--- src/include/tgd_pkg.sv ---
package tgd_pkg;

	// ****************************************
	// divider geometry
	// ****************************************
	localparam int PRESC_W    = 2;
	localparam int DIV_W      = 21;
	localparam int STAGE7_IDX = 6;
	localparam int FREEZE_W   = 6;

	// ****************************************
	// source clock taps (divider bit index)
	// ****************************************
	localparam int TAP_DVO   = 12;
	localparam int TAP_TBT   = 20;
	localparam int TAP_WDT   = 18;
	localparam int TAP_TMR0  = 7;
	localparam int TAP_TMR1  = 11;
	localparam int TAP_WARM  = 14;

	// ****************************************
	// machine cycle
	// ****************************************
	localparam int          MSTATE_W      = 2;
	localparam logic [1:0]  MSTATE_FIRST  = 2'h0;
	localparam logic [1:0]  MSTATE_LAST   = 2'h3;
	localparam logic [1:0]  MSTATE_STEP   = 2'h1;
	localparam int          ICYC_W        = 4;
	localparam logic [3:0]  ICYC_MIN      = 4'h1;
	localparam logic [3:0]  ICYC_MAX      = 4'ha;

	typedef enum logic [3:0] {
		MODE_HIGH_CLOCK_RUN_SINGLE,
		MODE_HIGH_CLOCK_RUN_DUAL,
		MODE_LOW_CLOCK_RUN_HIGH_ON,
		MODE_LOW_CLOCK_RUN_HIGH_OFF,
		MODE_HIGH_CLOCK_IDLE,
		MODE_LOW_CLOCK_SLEEP_HIGH_ON,
		MODE_LOW_CLOCK_SLEEP_HIGH_OFF,
		MODE_STOP,
		MODE_WARMUP
	} tgd_mode_type;

	typedef struct packed {
		logic stop_request;
	} tgd_ctl1_type;

	typedef struct packed {
		logic high_osc_enable;
		logic low_osc_enable;
		logic system_clock_source_select;
		logic idle_request;
	} tgd_ctl2_type;

	typedef struct packed {
		logic       divider_output_pulse;
		logic       tbt_source;
		logic       wdt_source;
		logic [1:0] timer_source;
		logic       warm_source;
	} tgd_src_type;

endpackage

--- src/rtl/tgd_timing_generator.sv ---
`timescale 1ns/1ps
module tgd_timing_generator
	import tgd_pkg::*;
#(
	parameter int WARM_STAGE = TAP_WARM
) (
	input  wire logic         clock_i,
	input  wire logic         rstn_i,
	input  wire logic         high_osc_input_i,
	input  wire logic         low_osc_input_i,
	input  wire logic         stop_release_i,
	input  wire tgd_ctl1_type system_control_one_i,
	input  wire tgd_ctl2_type system_control_two_i,
	input  wire logic         seventh_stage_low_clock_select_i,
	input  wire logic         wake_i,
	input  wire logic [3:0]   instr_cycles_i,
	output logic              high_osc_output_o,
	output logic              low_osc_output_o,
	output logic              high_osc_enable_o,
	output logic              low_osc_enable_o,
	output logic              main_clk_tick_o,
	output logic [1:0]        machine_state_o,
	output logic              machine_cycle_start_o,
	output logic              instr_done_o,
	output logic [DIV_W-1:0]  divider_o,
	output tgd_src_type       sources_o,
	output tgd_mode_type      mode_o
);

	localparam int UP_W = DIV_W - STAGE7_IDX;

	if (WARM_STAGE <= STAGE7_IDX || WARM_STAGE >= DIV_W) begin : g_chk
		$error("WARM_STAGE out of divider range");
	end

	// ****************************************
	// decode helpers
	// ****************************************
	function automatic logic is_low_mode(input tgd_mode_type m);
		return m == MODE_LOW_CLOCK_RUN_HIGH_ON ||
			m == MODE_LOW_CLOCK_RUN_HIGH_OFF ||
			m == MODE_LOW_CLOCK_SLEEP_HIGH_ON ||
			m == MODE_LOW_CLOCK_SLEEP_HIGH_OFF;
	endfunction

	function automatic logic is_high_off(input tgd_mode_type m);
		return m == MODE_LOW_CLOCK_RUN_HIGH_OFF ||
			m == MODE_LOW_CLOCK_SLEEP_HIGH_OFF ||
			m == MODE_STOP;
	endfunction

	function automatic logic [3:0] clamp_cycles(input logic [3:0] n);
		if (n < ICYC_MIN)
			return ICYC_MIN;
		if (n > ICYC_MAX)
			return ICYC_MAX;
		return n;
	endfunction

	// ****************************************
	// pin synchronisers
	// ****************************************
	logic [2:0] hi_sync_q, hi_sync_d;
	logic [2:0] lo_sync_q, lo_sync_d;
	logic [1:0] rel_sync_q, rel_sync_d;
	logic       hi_tick, lo_tick;

	always_comb begin
		hi_sync_d  = {hi_sync_q[1:0], high_osc_input_i};
		lo_sync_d  = {lo_sync_q[1:0], low_osc_input_i};
		rel_sync_d = {rel_sync_q[0], stop_release_i};
	end

	always_ff @(posedge clock_i or negedge rstn_i) begin
		if (!rstn_i) begin
			hi_sync_q  <= 3'h0;
			lo_sync_q  <= 3'h0;
			rel_sync_q <= 2'h0;
		end else begin
			hi_sync_q  <= hi_sync_d;
			lo_sync_q  <= lo_sync_d;
			rel_sync_q <= rel_sync_d;
		end
	end

	// an oscillator that is switched off gives no ticks
	assign hi_tick = hi_sync_q[1] & ~hi_sync_q[2] & high_osc_enable_o;
	assign lo_tick = lo_sync_q[1] & ~lo_sync_q[2] & low_osc_enable_o;

	// ****************************************
	// operating mode control
	// ****************************************
	tgd_mode_type mode_q, mode_d, resume_q, resume_d;
	logic         warm_done, from_high;

	assign warm_done = divider_o[WARM_STAGE];
	assign from_high = !is_low_mode(resume_q);

	always_comb begin
		mode_d   = mode_q;
		resume_d = resume_q;
		unique case (mode_q)
		MODE_HIGH_CLOCK_RUN_SINGLE: begin
			if (system_control_one_i.stop_request) begin
				mode_d   = MODE_STOP;
				resume_d = mode_q;
			end else if (system_control_two_i.idle_request)
				mode_d = MODE_HIGH_CLOCK_IDLE;
			else if (system_control_two_i.low_osc_enable)
				mode_d = MODE_HIGH_CLOCK_RUN_DUAL;
		end
		MODE_HIGH_CLOCK_RUN_DUAL: begin
			if (system_control_one_i.stop_request) begin
				mode_d   = MODE_STOP;
				resume_d = mode_q;
			end else if (system_control_two_i.idle_request)
				mode_d = MODE_HIGH_CLOCK_IDLE;
			else if (!system_control_two_i.low_osc_enable)
				mode_d = MODE_HIGH_CLOCK_RUN_SINGLE;
			else if (system_control_two_i.system_clock_source_select)
				mode_d = MODE_LOW_CLOCK_RUN_HIGH_ON;
		end
		MODE_LOW_CLOCK_RUN_HIGH_ON: begin
			if (system_control_one_i.stop_request) begin
				mode_d   = MODE_STOP;
				resume_d = mode_q;
			end else if (system_control_two_i.idle_request)
				mode_d = MODE_LOW_CLOCK_SLEEP_HIGH_ON;
			else if (!system_control_two_i.system_clock_source_select)
				mode_d = MODE_HIGH_CLOCK_RUN_DUAL;
			else if (!system_control_two_i.high_osc_enable)
				mode_d = MODE_LOW_CLOCK_RUN_HIGH_OFF;
		end
		MODE_LOW_CLOCK_RUN_HIGH_OFF: begin
			if (system_control_one_i.stop_request) begin
				mode_d   = MODE_STOP;
				resume_d = mode_q;
			end else if (system_control_two_i.idle_request)
				mode_d = MODE_LOW_CLOCK_SLEEP_HIGH_OFF;
			else if (system_control_two_i.high_osc_enable)
				mode_d = MODE_LOW_CLOCK_RUN_HIGH_ON;
		end
		MODE_HIGH_CLOCK_IDLE: begin
			if (wake_i)
				mode_d = system_control_two_i.low_osc_enable ?
					MODE_HIGH_CLOCK_RUN_DUAL : MODE_HIGH_CLOCK_RUN_SINGLE;
		end
		MODE_LOW_CLOCK_SLEEP_HIGH_ON: begin
			if (wake_i)
				mode_d = MODE_LOW_CLOCK_RUN_HIGH_ON;
		end
		MODE_LOW_CLOCK_SLEEP_HIGH_OFF: begin
			if (wake_i)
				mode_d = MODE_LOW_CLOCK_RUN_HIGH_OFF;
		end
		MODE_STOP: begin
			// release pin is level sensitive
			if (rel_sync_q[1])
				mode_d = MODE_WARMUP;
		end
		MODE_WARMUP: begin
			if (warm_done)
				mode_d = resume_q;
		end
		default: mode_d = MODE_HIGH_CLOCK_RUN_SINGLE;
		endcase
	end

	always_ff @(posedge clock_i or negedge rstn_i) begin
		if (!rstn_i) begin
			mode_q   <= MODE_HIGH_CLOCK_RUN_SINGLE;
			resume_q <= MODE_HIGH_CLOCK_RUN_SINGLE;
		end else begin
			mode_q   <= mode_d;
			resume_q <= resume_d;
		end
	end

	// ****************************************
	// prescaler and divider chain
	// ****************************************
	logic [PRESC_W-1:0] presc_q, presc_d;
	logic [DIV_W-1:0]   div_d;
	logic               clr_div, high_stopped, presc_carry;
	logic               low_carry, sel_fs, stage7_in, main_tick;

	// stop entry and stop release both clear
	assign clr_div = (mode_d == MODE_STOP) != (mode_q == MODE_STOP);
	assign high_stopped = is_high_off(mode_q) ||
		(mode_q == MODE_WARMUP && !from_high);

	always_comb begin
		sel_fs = 1'b0;
		if (is_low_mode(mode_q))
			sel_fs = 1'b1;
		else if (mode_q == MODE_WARMUP)
			sel_fs = !from_high;
		else if (mode_q != MODE_HIGH_CLOCK_RUN_SINGLE)
			sel_fs = seventh_stage_low_clock_select_i;
	end

	always_comb begin
		presc_carry = hi_tick && !high_stopped && (presc_q == '1);
		low_carry   = presc_carry && (divider_o[FREEZE_W-1:0] == '1);
		stage7_in   = sel_fs ? lo_tick : low_carry;
		presc_d     = presc_q;
		div_d       = divider_o;
		if (clr_div) begin
			presc_d = '0;
			div_d   = '0;
		end else begin
			if (hi_tick && !high_stopped)
				presc_d = presc_q + PRESC_W'(1);
			div_d[FREEZE_W-1:0] = divider_o[FREEZE_W-1:0] +
				FREEZE_W'(presc_carry);
			div_d[DIV_W-1:STAGE7_IDX] = divider_o[DIV_W-1:STAGE7_IDX] +
				UP_W'(stage7_in);
		end
	end

	always_ff @(posedge clock_i or negedge rstn_i) begin
		if (!rstn_i) begin
			presc_q   <= '0;
			divider_o <= '0;
		end else begin
			presc_q   <= presc_d;
			divider_o <= div_d;
		end
	end

	// ****************************************
	// main clock and machine cycle
	// ****************************************
	logic [1:0] mstate_d;
	logic [3:0] icnt_q, icnt_d;
	logic       cyc_start_d, done_d;

	always_comb begin
		main_tick = 1'b0;
		if (mode_q != MODE_STOP && mode_q != MODE_WARMUP)
			main_tick = is_low_mode(mode_q) ? lo_tick : hi_tick;
		mstate_d    = machine_state_o;
		cyc_start_d = 1'b0;
		icnt_d      = icnt_q;
		done_d      = 1'b0;
		if (main_tick) begin
			mstate_d = machine_state_o + MSTATE_STEP;
			if (machine_state_o == MSTATE_LAST) begin
				mstate_d    = MSTATE_FIRST;
				cyc_start_d = 1'b1;
				if (icnt_q + 4'h1 >= clamp_cycles(instr_cycles_i)) begin
					icnt_d = 4'h0;
					done_d = 1'b1;
				end else
					icnt_d = icnt_q + 4'h1;
			end
		end
	end

	always_ff @(posedge clock_i or negedge rstn_i) begin
		if (!rstn_i) begin
			machine_state_o       <= MSTATE_FIRST;
			icnt_q                <= 4'h0;
			main_clk_tick_o       <= 1'b0;
			machine_cycle_start_o <= 1'b0;
			instr_done_o          <= 1'b0;
		end else begin
			machine_state_o       <= mstate_d;
			icnt_q                <= icnt_d;
			main_clk_tick_o       <= main_tick;
			machine_cycle_start_o <= cyc_start_d;
			instr_done_o          <= done_d;
		end
	end

	// ****************************************
	// oscillator control and source taps
	// ****************************************
	logic        hi_en_d, lo_en_d;
	tgd_src_type src_d;

	always_comb begin
		hi_en_d = !is_high_off(mode_d) &&
			!(mode_d == MODE_WARMUP && is_low_mode(resume_d));
		lo_en_d = mode_d != MODE_STOP &&
			(system_control_two_i.low_osc_enable || is_low_mode(mode_d));
		src_d.divider_output_pulse = divider_o[TAP_DVO];
		src_d.tbt_source           = divider_o[TAP_TBT];
		src_d.wdt_source           = divider_o[TAP_WDT];
		src_d.timer_source         = {divider_o[TAP_TMR1], divider_o[TAP_TMR0]};
		src_d.warm_source          = divider_o[WARM_STAGE];
	end

	always_ff @(posedge clock_i or negedge rstn_i) begin
		if (!rstn_i) begin
			high_osc_enable_o <= 1'b1;
			low_osc_enable_o  <= 1'b0;
			high_osc_output_o <= 1'b0;
			low_osc_output_o  <= 1'b0;
			sources_o         <= '0;
			mode_o            <= MODE_HIGH_CLOCK_RUN_SINGLE;
		end else begin
			high_osc_enable_o <= hi_en_d;
			low_osc_enable_o  <= lo_en_d;
			// inverting drive back to the resonator
			high_osc_output_o <= hi_en_d & ~hi_sync_q[1];
			low_osc_output_o  <= lo_en_d & ~lo_sync_q[1];
			sources_o         <= src_d;
			mode_o            <= mode_q;
		end
	end
endmodule

--- config.mk ---
export PLATFORM = sky130hd
export DESIGN_NAME = tgd_timing_generator
export DESIGN_NICKNAME = d
export VERILOG_FILES = /design/src/include/tgd_pkg.sv /design/src/rtl/tgd_timing_generator.sv
export SDC_FILE = /design/constraint.sdc
export NUM_CORES = 1
export LEC_CHECK = 0
export BUFFER_PORTS_ARGS = -buffer_cell sky130_fd_sc_hd__buf_2
export CORE_UTILIZATION = 50
export CTS_CLUSTER_SIZE = 16
export DETAILED_ROUTE_END_ITERATION = 10
export PLACE_DENSITY_LB_ADDON = 0.15
export REMOVE_ABC_BUFFERS = 1
export SLEW_MARGIN = 20
export SYNTH_ARGS = -nofsm -noshare
export SYNTH_HDL_FRONTEND = slang
export SYNTH_SLANG_ARGS = --single-unit
--- constraint.sdc ---
create_clock -name clock_i -period 3.02 [get_ports clock_i]
set_clock_uncertainty 0.2 [all_clocks]
set_input_delay 0.453 -clock clock_i [delete_from_list [all_inputs] [get_ports clock_i]]
set_output_delay 0.453 -clock clock_i [all_outputs]
set_load 0.05 [all_outputs]
==> results.cfg <==
[grt]
grt_util_all_layers = 0.208
grt_pass1_vias = 2079
grt.overflow.total = 0
grt_pass1_wl_um = 9760
pin_count_of_the_biggest_net_entering_global_routing = 24
antenna_found_initial = 0

[sta]
finalCritPeriodShare = 0.943
worst_hold_slack_ps = 22.6
slew_viol_final = 0
final_layout_setup_total_negative_slack_ps = 0
finalWorstPathRequiredPeriod_ps = 2850
setup_viols_final = 0
timing.final.hold_violations = 0
slew_headroom = 0.638
worst-slew-pin-transition_ps = 542
unrepaired_setup_endpoints_after_global_routing = no
fmax_mhz = 351

[worst_setup_path]
crit_path_max_fanout = 4
critPathKind = reg2reg
worstPathRequired_ps = 3040
setup.reg_to_reg.worst_slack_ps = 170
kind_of_end_point_of_the_critical_path = flop
worstSetupStartpointType = flop
critical_path_arrival_ps = 2860

[pwr]
swShare = 0.427
clock_power_share = 0.207
power.density_nw_per_um2 = 951
sequentialPowerShare = 0.337
switching_power_w = 0.00145
vdd.ir_drop.worst_uv = 590
design_power_total_w = 0.00340
static-leakage-power_nw = 1.81
p_int_w = 0.00195
comb_power_share = 0.456

[cts]
clkSinkCount = 62
cts_max_path_buffers = 2
clk_pin_slew_worst_paths_ps = 70
cts_buffers = 9
clk_root_buffer_cell = sky130_fd_sc_hd__clkbuf_8
cts_tree = built
clk_latency_ps = 340
cts_max_level = 3

[route]
drt_pre_antenna_iters = 4
drcViolationCount = 0
final_antenna_net_count = 0
detailroute.via_count = 2148
postRouteWirelength_um = 5640
first_iter_violations = 118
vias_per_cell = 5.21
detail_route.wl_per_cell_um = 13.7

[place]
detailedPlacementHpwl_um = 3990
globalplace.congestion = 0.834
buffer_ports.inserted = 55
detailed_place.area_um2 = 3330

[synth]
synthesis.area_um2 = 2980
ys_seq_elements = 62
ys_dominant_reg_cell = sky130_fd_sc_hd__dfrtp_1
post_synthesis_average_cell_area_um2 = 11.3
netlist_instances = 265
postSynth.asyncResetShare = 1.00
number_of_synthesized_flops_with_an_enable_pin = 0
synth.yosys.seq_area_share = 0.521
yosys_warnings = 0
ys_types = 51

[cells_and_area]
drive_gt1_frac = 0.368
layout.nets = 363
post_route_cell_area_um2 = 3580
antenna-diode-count = 0
layout-area-overhead-vs-synth_pct = 19.9
final_core_utilization = 0.634

[outcome]
outcome = complete, no violations

[floorplan]
die_boundary_width_um = 79.2
ios = 56
initial_core_utilization = 0.529
core-area_um2 = 5640
die_area_um2 = 6280
number_of_rows_in_the_core_area = 27
die_height_um = 79.2

[job]
max_cap_viol_count = 0

[hold_path]
holdCritPathClass = in2reg
-- worst paths after layout --
kind | cells past startpoint | from | end
worst min register to register | 0 | lo_sync_q[0] | lo_sync_q[1]
max in group asynchronous | 3 | rstn_i | high_osc_enable_o
worst max register to register | 14 | resume_q[2] | divider_o[16]
worst max-delay path | 14 | resume_q[2] | divider_o[16]
min in group asynchronous | 2 | rstn_i | mode_o[1]
worst min-delay path | 1 | low_osc_input_i | lo_sync_q[0]
-- registers in the layout (all words and copies together), names as in the netlist --
signal,count
presc_q,2
divider_o,21
sources_o,6
instr_done_o,1
resume_q,4
machine_state_o,2
icnt_q,4
mode_q,4
high_osc_enable_o,1
lo_sync_q,3
high_osc_output_o,1
hi_sync_q,3
mode_o,4
low_osc_enable_o,1
rel_sync_q,2
main_clk_tick_o,1
machine_cycle_start_o,1
low_osc_output_o,1
-- Yosys cell counts (3+ instances only) --
master                     number  area [um^2]
sky130_fd_sc_hd__a211oi_1       4         30.0
sky130_fd_sc_hd__a21o_1         4         30.0
sky130_fd_sc_hd__a21oi_1        8         40.0
sky130_fd_sc_hd__and2_1         5         31.3
sky130_fd_sc_hd__and3_1         8         50.1
sky130_fd_sc_hd__buf_6          6         67.6
sky130_fd_sc_hd__dfrtp_1       61         1530
sky130_fd_sc_hd__ha_1          11          138
sky130_fd_sc_hd__inv_1         12         45.0
sky130_fd_sc_hd__nand2_1       13         48.8
sky130_fd_sc_hd__nand2b_1       3         18.8
sky130_fd_sc_hd__nand3_1       16         80.1
sky130_fd_sc_hd__nand3b_1       3         22.5
sky130_fd_sc_hd__nand4_1        3         18.8
sky130_fd_sc_hd__nor2_1        10         37.5
sky130_fd_sc_hd__nor2_2        21          131
sky130_fd_sc_hd__nor2b_1        4         25.0
sky130_fd_sc_hd__nor3_1         6         30.0
sky130_fd_sc_hd__o21ai_0       10         50.1
sky130_fd_sc_hd__xnor2_1        9         78.8
sky130_fd_sc_hd__xor2_1        11         96.3
-- power groups by stage --
stage / Sequential, W / Clock, W / Combinational (W)
floorplan: 0.00156 / 0 / 0.000732
global placement: 0.00115 / 0 / 0.00152
detailed placement: 0.00116 / 0 / 0.00154
CTS: 0.00114 / 0.000723 / 0.00155
global route: 0.00117 / 0.000763 / 0.00171
finish: 0.00114 / 0.000704 / 0.00155
-- metrics by stage --
stage               std cells  setup slack, ps
floorplan                 255            -93.9
global placement          394             83.4
detailed placement        394            -50.2
CTS                       411             5.37
global route              412             3.85
finish                    412              172
-- kinds of logic (layout without fill, tap and decap cells) --
family | Yosys count | in the layout | share of synthesized area
mux | 3 | 3 | 0.0109
flops | 62 | 62 | 0.521
fa+ha+maj | 12 | 12 | 0.0495
buf+inv | 22 | 97 | 0.0503
xor+xnor | 20 | 20 | 0.0587
simple gates | 100 | 100 | 0.188
compound gates | 46 | 46 | 0.122
-- what timing repair did --
| item | in CTS | in global routing |
|---|---|---|
| hold buffers | 2 | 0 |
| endpoints found under the setup margin | 3 | 4 |
| gates resized for setup | 1 | 6 |
| pin swaps | 0 | 3 |
| hold endpoints to repair | 18 | 0 |
| setup buffers | 0 | 1 |
-- worst max-delay path, cell delays in order (launching register included) --
cell,delay (ps)
sky130_fd_sc_hd__dfrtp_1,400
sky130_fd_sc_hd__and3b_1,200
sky130_fd_sc_hd__o21bai_2,180
sky130_fd_sc_hd__nor2b_2,80
sky130_fd_sc_hd__a211oi_2,230
sky130_fd_sc_hd__nand4_1,110
sky130_fd_sc_hd__o21ai_0,100
sky130_fd_sc_hd__ha_2,220
sky130_fd_sc_hd__ha_1,180
sky130_fd_sc_hd__nand3_1,130
sky130_fd_sc_hd__nor2_2,140
sky130_fd_sc_hd__and3_4,220
sky130_fd_sc_hd__nand3_1,90
sky130_fd_sc_hd__xor2_1,210
sky130_fd_sc_hd__nor2_2,40
-- area by class of cell --
type / count / area, um^2
clock buffer: 11 / 141
clock inverter: 4 / 47.5
fill: 446 / 2070
inverter: 12 / 45.0
multi-input combinational: 181 / 1310
sequential: 62 / 1550
tap: 72 / 90.1
timing repair buffer: 70 / 393
-- placed cells by master (no fill, tap or decap), types with 10 or more instances in the layout --
cell and instances:
sky130_fd_sc_hd__inv_1 12, sky130_fd_sc_hd__ha_1 10, sky130_fd_sc_hd__clkbuf_8 10, sky130_fd_sc_hd__o21ai_0 10, sky130_fd_sc_hd__dfrtp_1 61, sky130_fd_sc_hd__buf_4 13
sky130_fd_sc_hd__nand2_1 13, sky130_fd_sc_hd__xor2_1 11, sky130_fd_sc_hd__nor2_2 22, sky130_fd_sc_hd__buf_2 55, sky130_fd_sc_hd__nand3_1 16
-- routing by layer --
metal,GRT usage,share of wire,vias up
li1,-,-,1064
met1,0.287,0.48,1027
met2,0.309,0.46,48
met3,0.0621,0.045,9
met4,0.0782,0.015,0
met5,0,0,-
Power figures use the tool's default switching activity.
